**src/logic/fmt_pkg.sv**
```systemverilog
// Package: constants for the output data format block.
// Assumes a 14-bit converter result with an overrange flag.
package fmt_pkg;
  localparam int DATA_W = 14;
  localparam int WORD_W = 16;
  localparam int ADDR_W = 7;
  localparam logic [6:0] ADDR_RESET = 7'h00;
  localparam logic [6:0] ADDR_FORMAT = 7'h04;
  localparam int RESET_BIT = 7;
  localparam logic [7:0] FORMAT_RESET = 8'h00;
  localparam int TP_HI = 5;
  localparam int TP_LO = 3;
  localparam int ABP_BIT = 2;
  localparam int OUTPUT_SCRAMBLE_ENABLE_BIT = 1;
  localparam int TWOS_BIT = 0;
  localparam logic [2:0] TP_OFF = 3'h0;
  localparam logic [2:0] TP_ZERO = 3'h1;
  localparam logic [2:0] TP_ONE = 3'h3;
  localparam logic [2:0] TP_CHECK = 3'h5;
  localparam logic [2:0] TP_ALT = 3'h7;
  localparam logic [14:0] CHECK_A = 15'h55A5;
  localparam logic [14:0] CHECK_B = 15'h2A5A;
  localparam logic [14:0] ODD_MASK = 15'h2AAA;
  localparam logic [4:0] BIT_COUNT_LAST = 5'h10;
endpackage

```
**src/logic/cfg_if.sv**
```systemverilog
// Interface: configuration fields from the serial port to the formatter.
// Assumes both ends share core_clk_i.
`timescale 1ns/1ps
interface cfg_if;
  logic [7:0] format;
  modport port_side (output format);
  modport fmt_side (input format);
endinterface

```
**src/logic/adc_output_data_format.sv**
```systemverilog
// Top: output formatter of the converter plus its serial config port.
// Assumes samples arrive with a one-cycle valid on core_clk_i; serial
// pins are asynchronous and are synchronised here.
`timescale 1ns/1ps
module adc_output_data_format
  import fmt_pkg::*;
(
  input wire logic core_clk_i,
  input wire logic rst_n_i,
  input wire logic sample_valid_i,
  input wire logic [13:0] conversion_result_bits_i,
  input wire logic overrange_flag_i,
  input wire logic cs_n_i,
  input wire logic sck_i,
  input wire logic serial_data_in_i,
  output logic [13:0] data_o,
  output logic overrange_flag_o,
  output logic data_valid_o,
  output logic sdo_o,
  output logic sdo_oe_o
);
  import fmt_pkg::*;

  cfg_if cfg ();

  logic [1:0] cs_sync_q, cs_sync_d;
  logic [1:0] sck_sync_q, sck_sync_d;
  logic [1:0] sdi_sync_q, sdi_sync_d;
  logic sck_prev_q, sck_prev_d;
  logic sck_rise, sck_fall;
  logic sdo_oe_d, sdo_oe_q;

  // Two-flop synchronisers; only the second stage is read
  always_comb begin
    cs_sync_d = {cs_sync_q[0], cs_n_i};
    sck_sync_d = {sck_sync_q[0], sck_i};
    sdi_sync_d = {sdi_sync_q[0], serial_data_in_i};
    sck_prev_d = sck_sync_q[1];
  end

  always_ff @(posedge core_clk_i or negedge rst_n_i) begin
    if (!rst_n_i) begin
      cs_sync_q <= 2'h3;
      sck_sync_q <= 2'h0;
      sdi_sync_q <= 2'h0;
      sck_prev_q <= 1'b0;
      sdo_oe_q <= 1'b0;
    end else begin
      cs_sync_q <= cs_sync_d;
      sck_sync_q <= sck_sync_d;
      sdi_sync_q <= sdi_sync_d;
      sck_prev_q <= sck_prev_d;
      sdo_oe_q <= sdo_oe_d;
    end
  end

  // Serial clock must be well below core_clk_i/4 for edges to be seen
  assign sck_rise = sck_sync_q[1] & ~sck_prev_q;
  assign sck_fall = ~sck_sync_q[1] & sck_prev_q;

  cfg_serial_port u_port (
    .core_clk_i(core_clk_i),
    .rst_n_i(rst_n_i),
    .cs_n_s_i(cs_sync_q[1]),
    .sck_rise_i(sck_rise),
    .sck_fall_i(sck_fall),
    .serial_data_in_s_i(sdi_sync_q[1]),
    .sdo_oe_d_o(sdo_oe_d),
    .cfg(cfg.port_side)
  );

  logic [2:0] test_pattern_select;
  logic alternate_polarity_enable, output_scramble_enable;
  logic signed_coding_select;
  assign test_pattern_select = cfg.format[TP_HI:TP_LO];
  assign alternate_polarity_enable = cfg.format[ABP_BIT];
  assign output_scramble_enable = cfg.format[OUTPUT_SCRAMBLE_ENABLE_BIT];
  assign signed_coding_select = cfg.format[TWOS_BIT];

  logic phase_q, phase_d;
  logic [14:0] word_q, word_d;
  logic valid_q, valid_d;
  logic [13:0] coded;
  logic [14:0] pat;

  // Per-sample formatting: coding, scramble, polarity, then patterns.
  // Patterns bypass coding so the receiver sees the exact words.
  always_comb begin
    coded = conversion_result_bits_i;
    if (signed_coding_select && !alternate_polarity_enable) begin
      coded[13] = ~coded[13];
    end
    if (output_scramble_enable) begin
      coded[13:1] = coded[13:1] ^ {13{coded[0]}};
    end
    if (alternate_polarity_enable) begin
      coded = coded ^ ODD_MASK[13:0];
    end
    unique case (test_pattern_select)
      TP_ZERO: pat = 15'h0000;
      TP_ONE: pat = 15'h7FFF;
      TP_CHECK: pat = phase_q ? CHECK_B : CHECK_A;
      TP_ALT: pat = phase_q ? 15'h7FFF : 15'h0000;
      default: pat = {overrange_flag_i, coded};
    endcase
    phase_d = sample_valid_i ? ~phase_q : phase_q;
    word_d = sample_valid_i ? pat : word_q;
    valid_d = sample_valid_i;
  end

  always_ff @(posedge core_clk_i or negedge rst_n_i) begin
    if (!rst_n_i) begin
      phase_q <= 1'b0;
      word_q <= 15'h0000;
      valid_q <= 1'b0;
    end else begin
      phase_q <= phase_d;
      word_q <= word_d;
      valid_q <= valid_d;
    end
  end

  assign data_o = word_q[13:0];
  assign overrange_flag_o = word_q[14];
  assign data_valid_o = valid_q;
  assign sdo_o = 1'b0;
  assign sdo_oe_o = sdo_oe_q;
endmodule

```
**src/logic/cfg_serial_port.sv**
```systemverilog
// Serial configuration port holding the format register.
// Assumes serial pins are already synchronised to core_clk_i.
`timescale 1ns/1ps
module cfg_serial_port
  import fmt_pkg::*;
(
  input wire logic core_clk_i,
  input wire logic rst_n_i,
  input wire logic cs_n_s_i,
  input wire logic sck_rise_i,
  input wire logic sck_fall_i,
  input wire logic serial_data_in_s_i,
  output logic sdo_oe_d_o,
  cfg_if.port_side cfg
);
  logic [4:0] cnt_q, cnt_d;
  logic [15:0] sh_q, sh_d;
  logic [7:0] fmt_q, fmt_d;
  logic [7:0] rd_q, rd_d;
  logic sdo_oe_q, sdo_oe_d;

  // Shift, decode and read back; writes take effect on the 16th edge
  always_comb begin
    cnt_d = cnt_q;
    sh_d = sh_q;
    fmt_d = fmt_q;
    rd_d = rd_q;
    sdo_oe_d = sdo_oe_q;
    if (cs_n_s_i) begin
      cnt_d = 5'h00;
      sdo_oe_d = 1'b0;
    end else begin
      if (sck_rise_i && cnt_q != BIT_COUNT_LAST) begin
        sh_d = {sh_q[14:0], serial_data_in_s_i};
        cnt_d = cnt_q + 5'h01;
        if (cnt_q == 5'h07 && sh_q[6]) begin
          rd_d = ({sh_q[5:0], serial_data_in_s_i} == ADDR_FORMAT) ?
                 fmt_q : 8'h00;
        end
        if (cnt_q == 5'h0F && !sh_q[14]) begin
          if (sh_q[13:7] == ADDR_FORMAT) begin
            fmt_d = {sh_q[6:0], serial_data_in_s_i};
          end else if (sh_q[13:7] == ADDR_RESET && sh_q[RESET_BIT-1]) begin
            fmt_d = FORMAT_RESET;
          end
        end
      end
      // Open drain: drive low for a zero bit while shifting read data
      if (sck_fall_i && cnt_q >= 5'h08 && cnt_q < BIT_COUNT_LAST
          && sh_q[cnt_q[3:0]-4'h1] ) begin
        sdo_oe_d = ~rd_q[3'h7 - cnt_q[2:0]];
      end
      if (sck_fall_i && cnt_q == BIT_COUNT_LAST) begin
        sdo_oe_d = 1'b0;
      end
    end
  end

  always_ff @(posedge core_clk_i or negedge rst_n_i) begin
    if (!rst_n_i) begin
      cnt_q <= 5'h00;
      sh_q <= 16'h0000;
      fmt_q <= FORMAT_RESET;
      rd_q <= 8'h00;
      sdo_oe_q <= 1'b0;
    end else begin
      cnt_q <= cnt_d;
      sh_q <= sh_d;
      fmt_q <= fmt_d;
      rd_q <= rd_d;
      sdo_oe_q <= sdo_oe_d;
    end
  end

  assign cfg.format = fmt_q;
  assign sdo_oe_d_o = sdo_oe_d;
endmodule

```
**config.mk**
```make
export PLATFORM = sky130hd
export DESIGN_NAME = adc_output_data_format
export DESIGN_NICKNAME = d
export VERILOG_FILES = /design/src/logic/fmt_pkg.sv /design/src/logic/cfg_if.sv /design/src/logic/adc_output_data_format.sv /design/src/logic/cfg_serial_port.sv
export SDC_FILE = /design/constraint.sdc
export NUM_CORES = 1
export LEC_CHECK = 0
export BUFFER_PORTS_ARGS = -buffer_cell sky130_fd_sc_hd__clkbuf_2
export CORE_UTILIZATION = 45
export DETAILED_ROUTE_END_ITERATION = 10
export PLACE_DENSITY = 0.67
export SLEW_MARGIN = 0
export SYNTH_ARGS = -nofsm -noshare
export SYNTH_HDL_FRONTEND = slang
export SYNTH_SLANG_ARGS = --single-unit
```
**constraint.sdc**
```tcl
create_clock -name core_clk_i -period 2.85 [get_ports core_clk_i]
set_input_delay 0.1425 -clock core_clk_i [delete_from_list [all_inputs] [get_ports core_clk_i]]
set_output_delay 0.1425 -clock core_clk_i [all_outputs]
set_load 0.01 [all_outputs]
```
==> results.sh <==
export IMPL_ys_flop_type="dfrtp_1"
export IMPL_cts_root_buffer="clkbuf_8"
export IMPL_yosys_area_share_simple_pct=13.8
export IMPL_syn_to_final_growth_pct=17.1
export IMPL_synth_edf_count=0
export IMPL_gp_congestion=0.777
export IMPL_yosys_area_top_type_share_pct=51.2
export IMPL_drc=0
export IMPL_critPathArrivalTime_ps=2360
export IMPL_hpwl_um=3670
export IMPL_clk_pin_slew_ps=60
export IMPL_cap_viol_max_count=0
export IMPL_p_seq_share_pct=48.4
export IMPL_met2_usage_pct=25.9
export IMPL_whs_ps=151
export IMPL_syn_nets=278
export IMPL_path_class="reg2reg"
export IMPL_vdd_ir_drop_max_mv=0.326
export IMPL_multi_input_area_um2=1250
export IMPL_min_period_ps=2160
export IMPL_synthArstFlopShare_pct=100
export IMPL_p_sw_share_pct=24.6
export IMPL_fp_dieH_um=82.7
export IMPL_postSynthCellCount=253
export IMPL_cts_inserted_buffers=9
export IMPL_yosys_cell_count_top_type="dfrtp_1"
export IMPL_final_setup_tns_ps=0
export IMPL_track_usage_pct=18.0
export IMPL_rsz0062_at_grt="false"
export IMPL_muxShareOfSynthArea_pct=11.7
export IMPL_antenna_cells=0
export IMPL_tightest_slew_ps=655
export IMPL_p_leak_nw=1.52
export IMPL_dr_pass1_iters=4
export IMPL_fillers=555
export IMPL_slew_viol_final=0
export IMPL_fin_crit_sh_pct=75.9
export IMPL_crit_required_ps=3050
export IMPL_yosys_area_share_xor_xnor_pct=6.53
export IMPL_crit_fanout=17
export IMPL_grt_pass1_wl_um=8820
export IMPL_synth_top_family_by_area="simple AND/OR/NAND/NOR gates"
export IMPL_ctsResizeCount=0
export IMPL_status="finished clean"
export IMPL_combPwrFrac_pct=11.6
export IMPL_die_w_um=82.7
export IMPL_start_util_pct=46.4
export IMPL_grt_busiest_layer="met2"
export IMPL_cts_tree="yes"
export IMPL_relSlewSlack_pct=56.3
export IMPL_wl_per_cell_um=14.0
export IMPL_gr_usage_met3_pct=6.92
export IMPL_rows=29
export IMPL_hold_class="in2reg"
export IMPL_grt_util_met1_pct=24.7
export IMPL_finalClockSkew_ps=6.46
export IMPL_syn_area_per_cell_um2=11.6
export IMPL_clockBufferDepth=2
export IMPL_grt_max_degree=44
export IMPL_syn_area_um2=2930
export IMPL_vias_per_cell=5.03
export IMPL_synth_area_leaders="dfrtp_1, mux2_1, xor2_1"
export IMPL_final_util_pct=54.4
export IMPL_first_global_vias=1848
export IMPL_p_int_w=0.00167
export IMPL_grt_overflow=0
export IMPL_synthAdderAreaFrac_pct=1.71
export IMPL_fmax_mhz=462
export IMPL_drt_initial_drc_count=100
export IMPL_vias=1893
export IMPL_startpoint_type="flop"
export IMPL_synth_compound_area_share_pct=8.92
export IMPL_synth_largest_area_cell="dfrtp_1"
export IMPL_io_pins=39
export IMPL_synth_commonest_cells="dfrtp_1, nand2_1, nor2_1"
export IMPL_power_density_nw_per_um2=644
export IMPL_synth_cell_types=41
export IMPL_finalInstanceArea_um2=3430
export IMPL_final_layout_size_suffix_gt1_share_pct=24.7
export IMPL_placed_area_um2=3160
export IMPL_seq_area_frac_synth_pct=53.0
export IMPL_cts_sinks=62
export IMPL_dieArea_um2=6840
export IMPL_ant_nets=0
export IMPL_io_buffers=37
export IMPL_wl_um=5270
export IMPL_antenna_found_initial=0
export IMPL_pwr_share_clk_pct=40.1
export IMPL_coreArea_um2=6310
export IMPL_htreeDepth=3
export IMPL_finalHoldViolCount=0
export IMPL_regArea_um2=1550
export IMPL_fin_nets=319
export IMPL_clock_latency_ps=340
export IMPL_crit_path_end_kind="flop"
export IMPL_power_switching_w=0.000545
export IMPL_setup_viol=0
export IMPL_synth_seq_cells=62
export IMPL_ys_warnings_count=0
## power by group through the flow
| stage | Clock (W) | Sequential (W) | Combinational, W |
|---|---|---|---|
| CTS | 0.000906 | 0.00107 | 0.000263 |
| detailed placement | 0 | 0.00109 | 0.000258 |
| global route | 0.000958 | 0.00109 | 0.000286 |
| global placement | 0 | 0.00108 | 0.000253 |
| finish | 0.000886 | 0.00107 | 0.000256 |
| floorplan | 0 | 0.00106 | 0.000172 |
## critical path, stage by stage (launching register included)
cell and delay, ps:
dfrtp_1 470, inv_1 100, ha_1 190, nor4bb_4 160, nor4_4 170, buf_4 290
o2111ai_2 400, nand2_1 170, o21ai_1 70
## cell families (layout without fill, tap and decap cells)
kind of cell / Yosys count / after routing
and+or+nand+nor: 73 / 73
DFF: 62 / 62
AOI/OAI and AO/OA: 38 / 38
muxes: 27 / 27
buffers and inverters: 27 / 73
xor gates and xnor gates: 21 / 21
adders and majority gates: 4 / 4
other: 1 / 1
## worst paths after layout
path | startpoint | to | slack, ps | cells past startpoint
max | u_port.cnt_q[1] | u_port.cfg.format[2] | 690 | 8
min reg2reg | sck_sync_q[0] | sck_sync_q[1] | 350 | 0
min | overrange_flag_i | word_q[14] | 150 | 3
max in group asynchronous | rst_n_i | cs_sync_q[1] | 1640 | 3
min in group asynchronous | rst_n_i | u_port.rd_q[4] | 300 | 2
max reg2reg | u_port.cnt_q[1] | u_port.cfg.format[2] | 690 | 8
## what timing repair did
action / 4_1_cts / 5_1_grt
buffers inserted: 0 / 0
hold buffers: 4 / 0
endpoints found under the hold margin: 22 / 0
setup endpoints to repair: 0 / 0
## per-stage QoR
step / cells / setup WS, ps / power [W]
floorplan: 253 / 758 / 0.00124
global placement: 356 / 752 / 0.00133
detailed placement: 356 / 707 / 0.00134
CTS: 376 / 699 / 0.00224
global route: 376 / 440 / 0.00233
finish: 376 / 686 / 0.00221
## layout make-up
type | instances | area share [%]
clock buffers | 13 | 4.92
clock inverters | 3 | 1.90
inverters | 13 | 1.42
multi-input cells | 164 | 36.5
flip-flops and latches | 62 | 45.3
well taps | 77 | 2.81
repair buffers | 44 | 7.22
## registers in the layout (all words and copies together) (netlist names)
signal,count
sck_sync_q,2
u_port.cnt_q,5
word_q,15
sck_prev_q,1
cs_sync_q,2
u_port.rd_q,8
u_port.sdo_oe_q,1
u_port.sh_q,16
u_port.cfg.format,8
sdi_sync_q,2
data_valid_o,1
phase_q,1
## routing by layer
layer	share of wire (%)	wire length (µm)	up-vias
li1	-	-	956
met1	49	2570	907
met2	46	2440	22
met3	3.1	165	8
met4	1.8	94	0
met5	0	0	-
## placed cells by master (no fill, tap or decap), types with 6 or more instances in the layout
master | Yosys | layout
dfrtp_1 | 60 | 60
clkbuf_2 | 0 | 37
nor2_1 | 21 | 21
nand2_1 | 21 | 21
o21ai_1 | 18 | 18
xor2_1 | 16 | 16
o22a_1 | 14 | 14
inv_1 | 13 | 13
mux2_1 | 13 | 13
clkbuf_8 | 0 | 12
nand3_1 | 9 | 9
mux2i_1 | 6 | 6
Power figures use the tool's default switching activity.
